[src/design/atwr_regs.svh]
// Purpose: Constants for the three-wire accelerometer reader
// Assumes: 20 MHz system clock
// Notes:   Sensor register map and format values
`ifndef ATWR_REGS_SVH
`define ATWR_REGS_SVH
`define ATWR_EVENT_SOURCE_FLAGS     6'h30
`define ATWR_OUTPUT_FORMAT_CONTROL  6'h31
`define ATWR_AXIS_FIRST             6'h32
`define ATWR_RATE_CONTROL           6'h2c
`define ATWR_FORMAT_VALUE           8'h40
`define ATWR_RATE_VALUE             8'h0c
`define ATWR_READY_BIT              7
`define ATWR_CLK_HZ                 20000000
`define ATWR_SCLK_HZ                2000000
`define ATWR_HALF_CYC               ((`ATWR_CLK_HZ / `ATWR_SCLK_HZ) / 2)
`define ATWR_AXIS_BYTES             6
`endif

[src/design/atwr_pkg.sv]
// Purpose: Types for the three-wire accelerometer reader
// Assumes: Nothing
// Notes:   States of the sequencer
`default_nettype none
package atwr_pkg;
	typedef enum logic [2:0] {ST_IDLE, ST_FMT, ST_RATE, ST_POLL, ST_CHECK, ST_READ, ST_PUSH} atwr_state_t;
	typedef logic [7:0] atwr_byte_t;
endpackage
`default_nettype wire

[src/design/atwr_fifo.sv]
// Purpose: Sample FIFO whose flags pace the link reader and the consumer; the reader leaves its data output open
// Assumes: Single clock
// Notes:   Valid/ready on both sides, full and empty honest
`default_nettype none
module atwr_fifo #(
	parameter int WIDTH = 48,
	parameter int DEPTH = 32
) (
	input  wire logic             clk_i,
	input  wire logic             resetn_i,
	// Fill side
	input  wire logic             in_valid_i,
	output logic                  in_ready_o,
	input  wire logic [WIDTH-1:0] in_data_i,
	// Drain side
	output logic                  out_valid_o,
	input  wire logic             out_ready_i,
	output logic      [WIDTH-1:0] out_data_o
);
	localparam int AW = $clog2(DEPTH);
	logic [WIDTH-1:0] mem_r [DEPTH];
	logic [AW-1:0]    wr_r;
	logic [AW-1:0]    rd_r;
	logic [AW:0]      cnt_r;
	logic [AW:0]      cnt_nxt;
	logic             push;
	logic             pop;

	assign out_data_o  = mem_r[rd_r];
	assign push        = in_valid_i && in_ready_o;
	assign pop         = out_valid_o && out_ready_i;

	// Next fill count, shared by the count and both registered flags
	always_comb
	begin
		cnt_nxt = cnt_r;
		if (push && !pop)
			cnt_nxt = cnt_r + 1'b1;
		else if (pop && !push)
			cnt_nxt = cnt_r - 1'b1;
	end

	// Storage, no reset needed
	always_ff @(posedge clk_i)
	begin
		if (push)
			mem_r[wr_r] <= in_data_i;
	end

	// Pointers and fill count
	always_ff @(posedge clk_i or negedge resetn_i)
	begin
		if (!resetn_i)
		begin
			wr_r        <= '0;
			rd_r        <= '0;
			cnt_r       <= '0;
			in_ready_o  <= 1'b1;
			out_valid_o <= 1'b0;
		end
		else
		begin
			if (push)
				wr_r <= wr_r + 1'b1;
			if (pop)
				rd_r <= rd_r + 1'b1;
			cnt_r       <= cnt_nxt;
			// Flags from flops so the two flag outputs carry no decode glitches
			in_ready_o  <= (cnt_nxt != (AW+1)'(DEPTH));
			out_valid_o <= (cnt_nxt != '0);
		end
	end
endmodule // atwr_fifo
`default_nettype wire

[src/design/atwr_reader.sv]
// Purpose: Configure a three-axis sensor and stream its samples over three-wire SPI
// Assumes: clk_i at 20 MHz; sensor keeps its register layout and sample format
// Notes:   Link clock is derived here, so it is no second domain
`include "atwr_regs.svh"
`default_nettype none
module atwr_reader (
	// Clock and reset
	input  wire logic                    clk_i,
	input  wire logic                    resetn_i,
	// Control
	input  wire logic                    enable_i,
	// Sample stream
	output logic                         smp_valid_o,
	input  wire logic                    smp_ready_i,
	output logic                  [47:0] smp_data_o,
	output logic                   [7:0] event_flags_o,
	// Three-wire link
	output logic                         spi_sclk_o,
	output logic                         spi_csn_o,
	output logic                         spi_sdio_o,
	output logic                         spi_sdio_oen_o,
	input  wire logic                    spi_sdio_i
);
	import atwr_pkg::*;

	// Link rate derived from the system clock, no second clock domain
	localparam logic [3:0] HALF = 4'(`ATWR_HALF_CYC);

	atwr_state_t state_r;
	logic [3:0]  div_r;
	logic        xfer_r;
	logic [5:0]  bit_r;
	logic [5:0]  nbits_r;
	logic        rd_r;
	logic [15:0] tx_r;
	logic [47:0] rx_r;
	logic        sdio_m_r;
	logic        sdio_s_r;
	logic        fifo_ready;
	logic        push_r;
	logic        tick;
	logic        done;
	atwr_byte_t  ev_byte;

	// Build command byte: read flag, multi-byte flag, address
	function automatic logic [7:0] cmd(input logic rd, input logic mb, input logic [5:0] a);
		return {rd, mb, a};
	endfunction

	assign tick = xfer_r && (div_r == HALF - 4'h1);
	assign done = tick && !spi_sclk_o && (bit_r == nbits_r - 6'h1);
	// Event byte as it completes on the last rising edge of a poll
	assign ev_byte = {rx_r[6:0], sdio_s_r};

	// Input data pin synchroniser
	always_ff @(posedge clk_i or negedge resetn_i)
	begin
		if (!resetn_i)
		begin
			sdio_m_r <= 1'b0;
			sdio_s_r <= 1'b0;
		end
		else
		begin
			sdio_m_r <= spi_sdio_i;
			sdio_s_r <= sdio_m_r;
		end
	end

	// Half-period divider for the serial clock
	always_ff @(posedge clk_i or negedge resetn_i)
	begin
		if (!resetn_i)
			div_r <= 4'h0;
		else if (!xfer_r || tick)
			div_r <= 4'h0;
		else
			div_r <= div_r + 4'h1;
	end

	// Serial engine: clock idles high, falling edge launches, rising samples
	always_ff @(posedge clk_i or negedge resetn_i)
	begin
		if (!resetn_i)
		begin
			spi_sclk_o     <= 1'b1;
			spi_csn_o      <= 1'b1;
			spi_sdio_o     <= 1'b1;
			spi_sdio_oen_o <= 1'b1;
			bit_r          <= 6'h0;
			rx_r           <= 48'h0;
		end
		else if (!xfer_r)
		begin
			spi_sclk_o     <= 1'b1;
			spi_csn_o      <= 1'b1;
			spi_sdio_oen_o <= 1'b1;
			bit_r          <= 6'h0;
		end
		else if (!tick)
			spi_csn_o <= 1'b0; // Select leads the first falling edge by a few cycles
		else
		begin
			if (spi_sclk_o)
			begin
				// Falling edge: launch while in command or write bits
				spi_sclk_o <= 1'b0;
				if (!rd_r || bit_r < 6'h8)
				begin
					spi_sdio_o     <= tx_r[15 - bit_r[3:0]];
					spi_sdio_oen_o <= 1'b0;
				end
				else
					spi_sdio_oen_o <= 1'b1;
			end
			else
			begin
				// Rising edge: sensor samples, we capture read bits
				spi_sclk_o <= 1'b1;
				if (rd_r && bit_r >= 6'h8)
					rx_r <= {rx_r[46:0], sdio_s_r};
				bit_r <= bit_r + 6'h1;
			end
		end
	end

	// Sequencer: format, rate, then poll and burst until enable_i is low at the end of a burst
	always_ff @(posedge clk_i or negedge resetn_i)
	begin
		if (!resetn_i)
		begin
			state_r       <= ST_IDLE;
			xfer_r        <= 1'b0;
			rd_r          <= 1'b0;
			nbits_r       <= 6'h10;
			tx_r          <= 16'h0;
			push_r        <= 1'b0;
			smp_data_o    <= 48'h0;
			event_flags_o <= 8'h0;
		end
		else
		begin
			push_r <= 1'b0;
			case (state_r)
				ST_IDLE:
				begin
					if (enable_i && !xfer_r)
					begin
						tx_r    <= {cmd(1'b0, 1'b0, `ATWR_OUTPUT_FORMAT_CONTROL), `ATWR_FORMAT_VALUE};
						rd_r    <= 1'b0;
						nbits_r <= 6'h10;
						xfer_r  <= 1'b1;
						state_r <= ST_FMT;
					end
				end
				ST_FMT:
				begin
					if (done)
					begin
						tx_r    <= {cmd(1'b0, 1'b0, `ATWR_RATE_CONTROL), `ATWR_RATE_VALUE};
						xfer_r  <= 1'b0; // Each write needs its own select frame
						state_r <= ST_RATE;
					end
				end
				ST_RATE:
				begin
					if (!xfer_r)
						xfer_r <= 1'b1;
					else if (done)
					begin
						xfer_r  <= 1'b0;
						state_r <= ST_POLL;
					end
				end
				ST_POLL:
				begin
					if (!xfer_r)
					begin
						tx_r    <= {cmd(1'b1, 1'b0, `ATWR_EVENT_SOURCE_FLAGS), 8'h00};
						rd_r    <= 1'b1;
						nbits_r <= 6'h10;
						xfer_r  <= 1'b1;
						state_r <= ST_CHECK;
					end
				end
				ST_CHECK:
				begin
					if (done)
					begin
						xfer_r        <= 1'b0;
						event_flags_o <= ev_byte;
						if (ev_byte[`ATWR_READY_BIT])
							state_r <= ST_READ;
						else
							state_r <= ST_POLL;
					end
				end
				ST_READ:
				begin
					if (!xfer_r && fifo_ready)
					begin
						tx_r    <= {cmd(1'b1, 1'b1, `ATWR_AXIS_FIRST), 8'h00};
						nbits_r <= 6'(8 + 8 * `ATWR_AXIS_BYTES);
						xfer_r  <= 1'b1;
						state_r <= ST_PUSH;
					end
				end
				ST_PUSH:
				begin
					if (done)
					begin
						// Bytes arrive X low, X high, ... Z high; keep arrival order
						smp_data_o <= {rx_r[46:0], sdio_s_r};
						push_r     <= 1'b1;
						xfer_r     <= 1'b0;
						state_r    <= enable_i ? ST_POLL : ST_IDLE;
					end
				end
				default:
					state_r <= ST_IDLE;
			endcase
		end
	end

	atwr_fifo #(
		.WIDTH (48),
		.DEPTH (32)
	) u_fifo (
		.clk_i       (clk_i),
		.resetn_i    (resetn_i),
		.in_valid_i  (push_r),
		.in_ready_o  (fifo_ready),
		.in_data_i   (smp_data_o),
		.out_valid_o (smp_valid_o),
		.out_ready_i (smp_ready_i),
		.out_data_o  ()
	);

	// Assertions
	AST_IDLE_HIGH: assert property (@(posedge clk_i) disable iff (!resetn_i)
		spi_csn_o |-> spi_sclk_o) else $error("clock low while deselected");
	AST_READ_RELEASE: assert property (@(posedge clk_i) disable iff (!resetn_i)
		(rd_r && bit_r >= 6'h9 && !spi_csn_o) |-> spi_sdio_oen_o) else $error("data line driven in read phase");
	AST_POLL_FIRST: assert property (@(posedge clk_i) disable iff (!resetn_i)
		(state_r == ST_CHECK && $past(state_r) == ST_POLL) |-> tx_r[15:8] == 8'hb0) else $error("poll address");
	AST_BURST_LEN: assert property (@(posedge clk_i) disable iff (!resetn_i)
		state_r == ST_PUSH |-> nbits_r == 6'd56) else $error("burst length");
	AST_FMT_WORD: assert property (@(posedge clk_i) disable iff (!resetn_i)
		state_r == ST_FMT |-> tx_r == 16'h3140) else $error("format word");
	AST_RATE_WORD: assert property (@(posedge clk_i) disable iff (!resetn_i)
		state_r == ST_RATE |-> tx_r == 16'h2c0c) else $error("rate word");
	AST_HALF: assert property (@(posedge clk_i) disable iff (!resetn_i)
		$fell(spi_sclk_o) |=> !spi_sclk_o [*4]) else $error("short low phase");
	AST_PUSH: assert property (@(posedge clk_i) disable iff (!resetn_i)
		push_r |-> $past(state_r) == ST_PUSH) else $error("stray push");
	AST_SELECT_LEAD: assert property (@(posedge clk_i) disable iff (!resetn_i)
		$fell(spi_sclk_o) |-> !$past(spi_csn_o)) else $error("clock fell without select");
	CV_POLL: cover property (@(posedge clk_i) state_r == ST_CHECK ##1 state_r == ST_POLL);
	CV_BURST: cover property (@(posedge clk_i) push_r);
	CV_FULL: cover property (@(posedge clk_i) !fifo_ready);
endmodule // atwr_reader
`default_nettype wire

[config.mk]
export PLATFORM = sky130hd
export DESIGN_NAME = atwr_reader
export DESIGN_NICKNAME = d
export VERILOG_FILES = /design/src/design/atwr_pkg.sv /design/src/design/atwr_fifo.sv /design/src/design/atwr_reader.sv
export VERILOG_INCLUDE_DIRS = /design/src /design/src/design
export SDC_FILE = /design/constraint.sdc
export NUM_CORES = 1
export LEC_CHECK = 0
export ABC_AREA = 1
export BUFFER_PORTS_ARGS = -buffer_cell sky130_fd_sc_hd__buf_2
export CAP_MARGIN = 25
export CORE_UTILIZATION = 52
export CTS_BUF_LIST = sky130_fd_sc_hd__clkbuf_4 sky130_fd_sc_hd__clkbuf_8 sky130_fd_sc_hd__clkbuf_16
export DETAILED_ROUTE_END_ITERATION = 8
export HOLD_SLACK_MARGIN = 0.08
export PLACE_DENSITY = 0.75
export SETUP_SLACK_MARGIN = 0.2
export SYNTH_ARGS = -nofsm -noshare
export SYNTH_HDL_FRONTEND = slang
export SYNTH_SLANG_ARGS = --single-unit
[constraint.sdc]
create_clock -name clk_i -period 1.5 [get_ports clk_i]
set_input_delay 0.375 -clock clk_i [delete_from_list [all_inputs] [get_ports clk_i]]
set_output_delay 0.375 -clock clk_i [all_outputs]
set_load 0.05 [all_outputs]
==> metrics.cfg <==
[status]
status=finished, violations left
violations=negative setup slack

[worst_setup_path]
critPathTopFamily=simple AND/OR/NAND/NOR gates
critPathMaxFanout=7
worst-path-buf-inv=5
cpPeakStageDelay_ns=0.40
rr_endpoint=smp_data_o[47]
startpoint_type=flop
path_class=reg2reg
required_ns=1.98
crit_path_top_delay_cell=dfrtp_1
ff2ff_setup_slack_ns=-0.39
critical_path.startpoint=div_r[0]
crit_path_frequent_cell=nand2_2
setup.worst_path.end_class=flop
worst-r2r-cell-count=14
worstReg2RegStart=div_r[0]
arrival_ns=2.37
cp_cell_sequence=inv_2, ha_4, nand2_4, nor2_4, nand2_2, nor2_2, nand2_2, inv_4, nand2_8, buf_12, buf_4, inv_2, nand2_2, nand2_2

[synth]
synth-edff-count=0
synth.yosys.seq_area_share=0.605
synth_area_leaders=dfrtp_1, nand2_1, o21ai_0, inv_1, o21ai_1
syn-instance-count=656
synth-seq-cells=140
yosys_most_used_dff=dfrtp_1
syn-num-nets=666
synth_top_cell_by_area=dfrtp_1
synth_area_mm2=0.00580
synth_common_cells=nand2_1, dfrtp_1, inv_1
avgSynthCellArea_um2=8.84
ys_async_sr_fraction=1.00
synth_top_area_share=0.582
yosysMostFrequentCell=nand2_1
synth_cell_types=28
yosysWarnings=0

[routing]
via_per_inst=5.72
firstDrtPassIters=5
drc=0
drt-initial-drc-count=509
routed_wirelength_mm=19.6
vias=5610
ant_nets=0
wl_per_cell_um=20.0

[power_and_ir_drop]
power_density_mw_per_mm2=1020
vdd_drop_max_mv=1.11
leakage_uw=0.00426

[timing]
hold_violations=0
post-route-period-util=1.26
drv_slew=0
skew_ns=0.0126
setup_viol=142
fin_crit_ns=1.89
rsz0062_at_grt=yes
max_freq_mhz=528
worst_slack_ns=-0.392
worst_slew_pin_slew_ns=0.520
relSlewSlack=0.650
fin_hold_ws_ns=0.259

[layout]
antennaDiodeCount=0
drive_above_1_share=0.432
syn_to_final_growth_pct=55.5
fin_util=0.832
nets=838

[floorplan]
rows=38
fp.dieArea_mm2=0.0116
pin_count=66
die_w_um=108
core_mm2=0.0108
start_util=0.535
die-height_um=108

[clock_network]
clockRootBuffer=clkbuf_8
clk_pin_slew_ns=0.06
cts_sinks=140
clock_latency_ns=0.55
clockBufferDepth=2
tritoncts=done
htreeDepth=4
cts_buffers=17

[global_routing]
grt_usage=0.278
grt.overflow.total=0
grt_pass1_vias=5076
antenna_found_initial=0
grt_max_degree=43
grt_pass1_wl_mm=24.4

[worst_hold_path]
hp-class=in2async

[placement]
place_congestion=0.871
port_buffers=65
place_hpwl_mm=8.15

[flow_run]
cap_violations=0

cells in the final DEF, fill, tap and decap left out, drive strengths merged, types with 4 or more instances in the layout:
master and instances:
clkbuf 24, nand3 18, dfstp 5, nand4 4, ha 5, buf 164
dfrtp 135, inv 86, nand2 207, clkinv 8, a21oi 7, o21ai 114
nor2 43
repair_timing:
action | in CTS | in global routing
endpoints found under the hold margin | 141 | 0
setup buffers | 25 | 42
hold buffers | 2 | 0
pin swaps | 21 | 27
cloned | 5 | 9
resized for setup | 207 | 144
endpoints found under the setup margin | 193 | 196
flip-flops by register name, indices dropped and copies added (netlist names), 3 cells and up:
signal and flops:
state_r 3, tx_r 6, rx_r 47, bit_r 6
smp_data_o 48, u_fifo.cnt_r 6, event_flags_o 8, div_r 4
cells by family (layout without fill, tap and decap cells):
group	after synthesis	count (layout)	share of synthesized area
fa+ha+maj	5	5	0.0108
xor+xnor	4	4	0.00604
buf+inv	107	291	0.0794
simple gates	275	276	0.190
compound gates	125	125	0.109
flops	140	140	0.605
metal layers:
metal  track usage  wire length (µm)
met2         0.459             10300
met1         0.338              7310
met5             0                 0
met4         0.133               673
met3        0.0757              1310
how the worst max path moves through the flow:
stage                                 to  slack [ns]  cells past startpoint
after global routing      smp_data_o[47]       -0.47                     14
after detailed placement  smp_data_o[39]       -0.18                     11
after global placement    smp_data_o[39]       -0.09                     12
after CTS                     spi_sclk_o       -0.18                      1
final                     smp_data_o[47]       -0.39                     14
after floorplan            smp_data_o[0]       -0.13                     13
area by class of cell:
type                    instances  area [µm²]
repair buffers                175        1980
inverters                      84         323
clock inverters                14         144
multi-input cells             410        2450
flip-flops and latches        140        3510
well taps                     140         175
clock buffers                  18         428
fillers                       520        1820
worst register-to-register path: stages, from the launching register on:
cell     delay (ns)
dfrtp_1        0.40
inv_2          0.09
ha_4           0.14
nand2_4        0.05
nor2_4         0.12
nand2_2        0.09
nor2_2         0.13
nand2_2        0.10
inv_4          0.12
nand2_8        0.08
buf_12         0.17
buf_4          0.14
inv_2          0.07
nand2_2        0.07
nand2_2        0.09
power breakdown:
group / internal, µW / switching, µW
clock: 2410 / 1720
sequential: 3870 / 112
combinational: 459 / 605
per-stage QoR:
step | setup WS [ns] | std cells | area, µm² | power [µW] | setup TNS (ns)
global placement | -0.0891 | 866 | 6520 | 4610 | -4.18
CTS | -0.175 | 930 | 8060 | 8800 | -11.13
detailed placement | -0.176 | 866 | 6520 | 4650 | -6.85
floorplan | -0.132 | 656 | 5850 | 4400 | -8.10
global route | -0.473 | 981 | 9020 | 9470 | -37.93
finish | -0.392 | 981 | 9020 | 9180 | -26.82
Power figures use the tool's default switching activity.
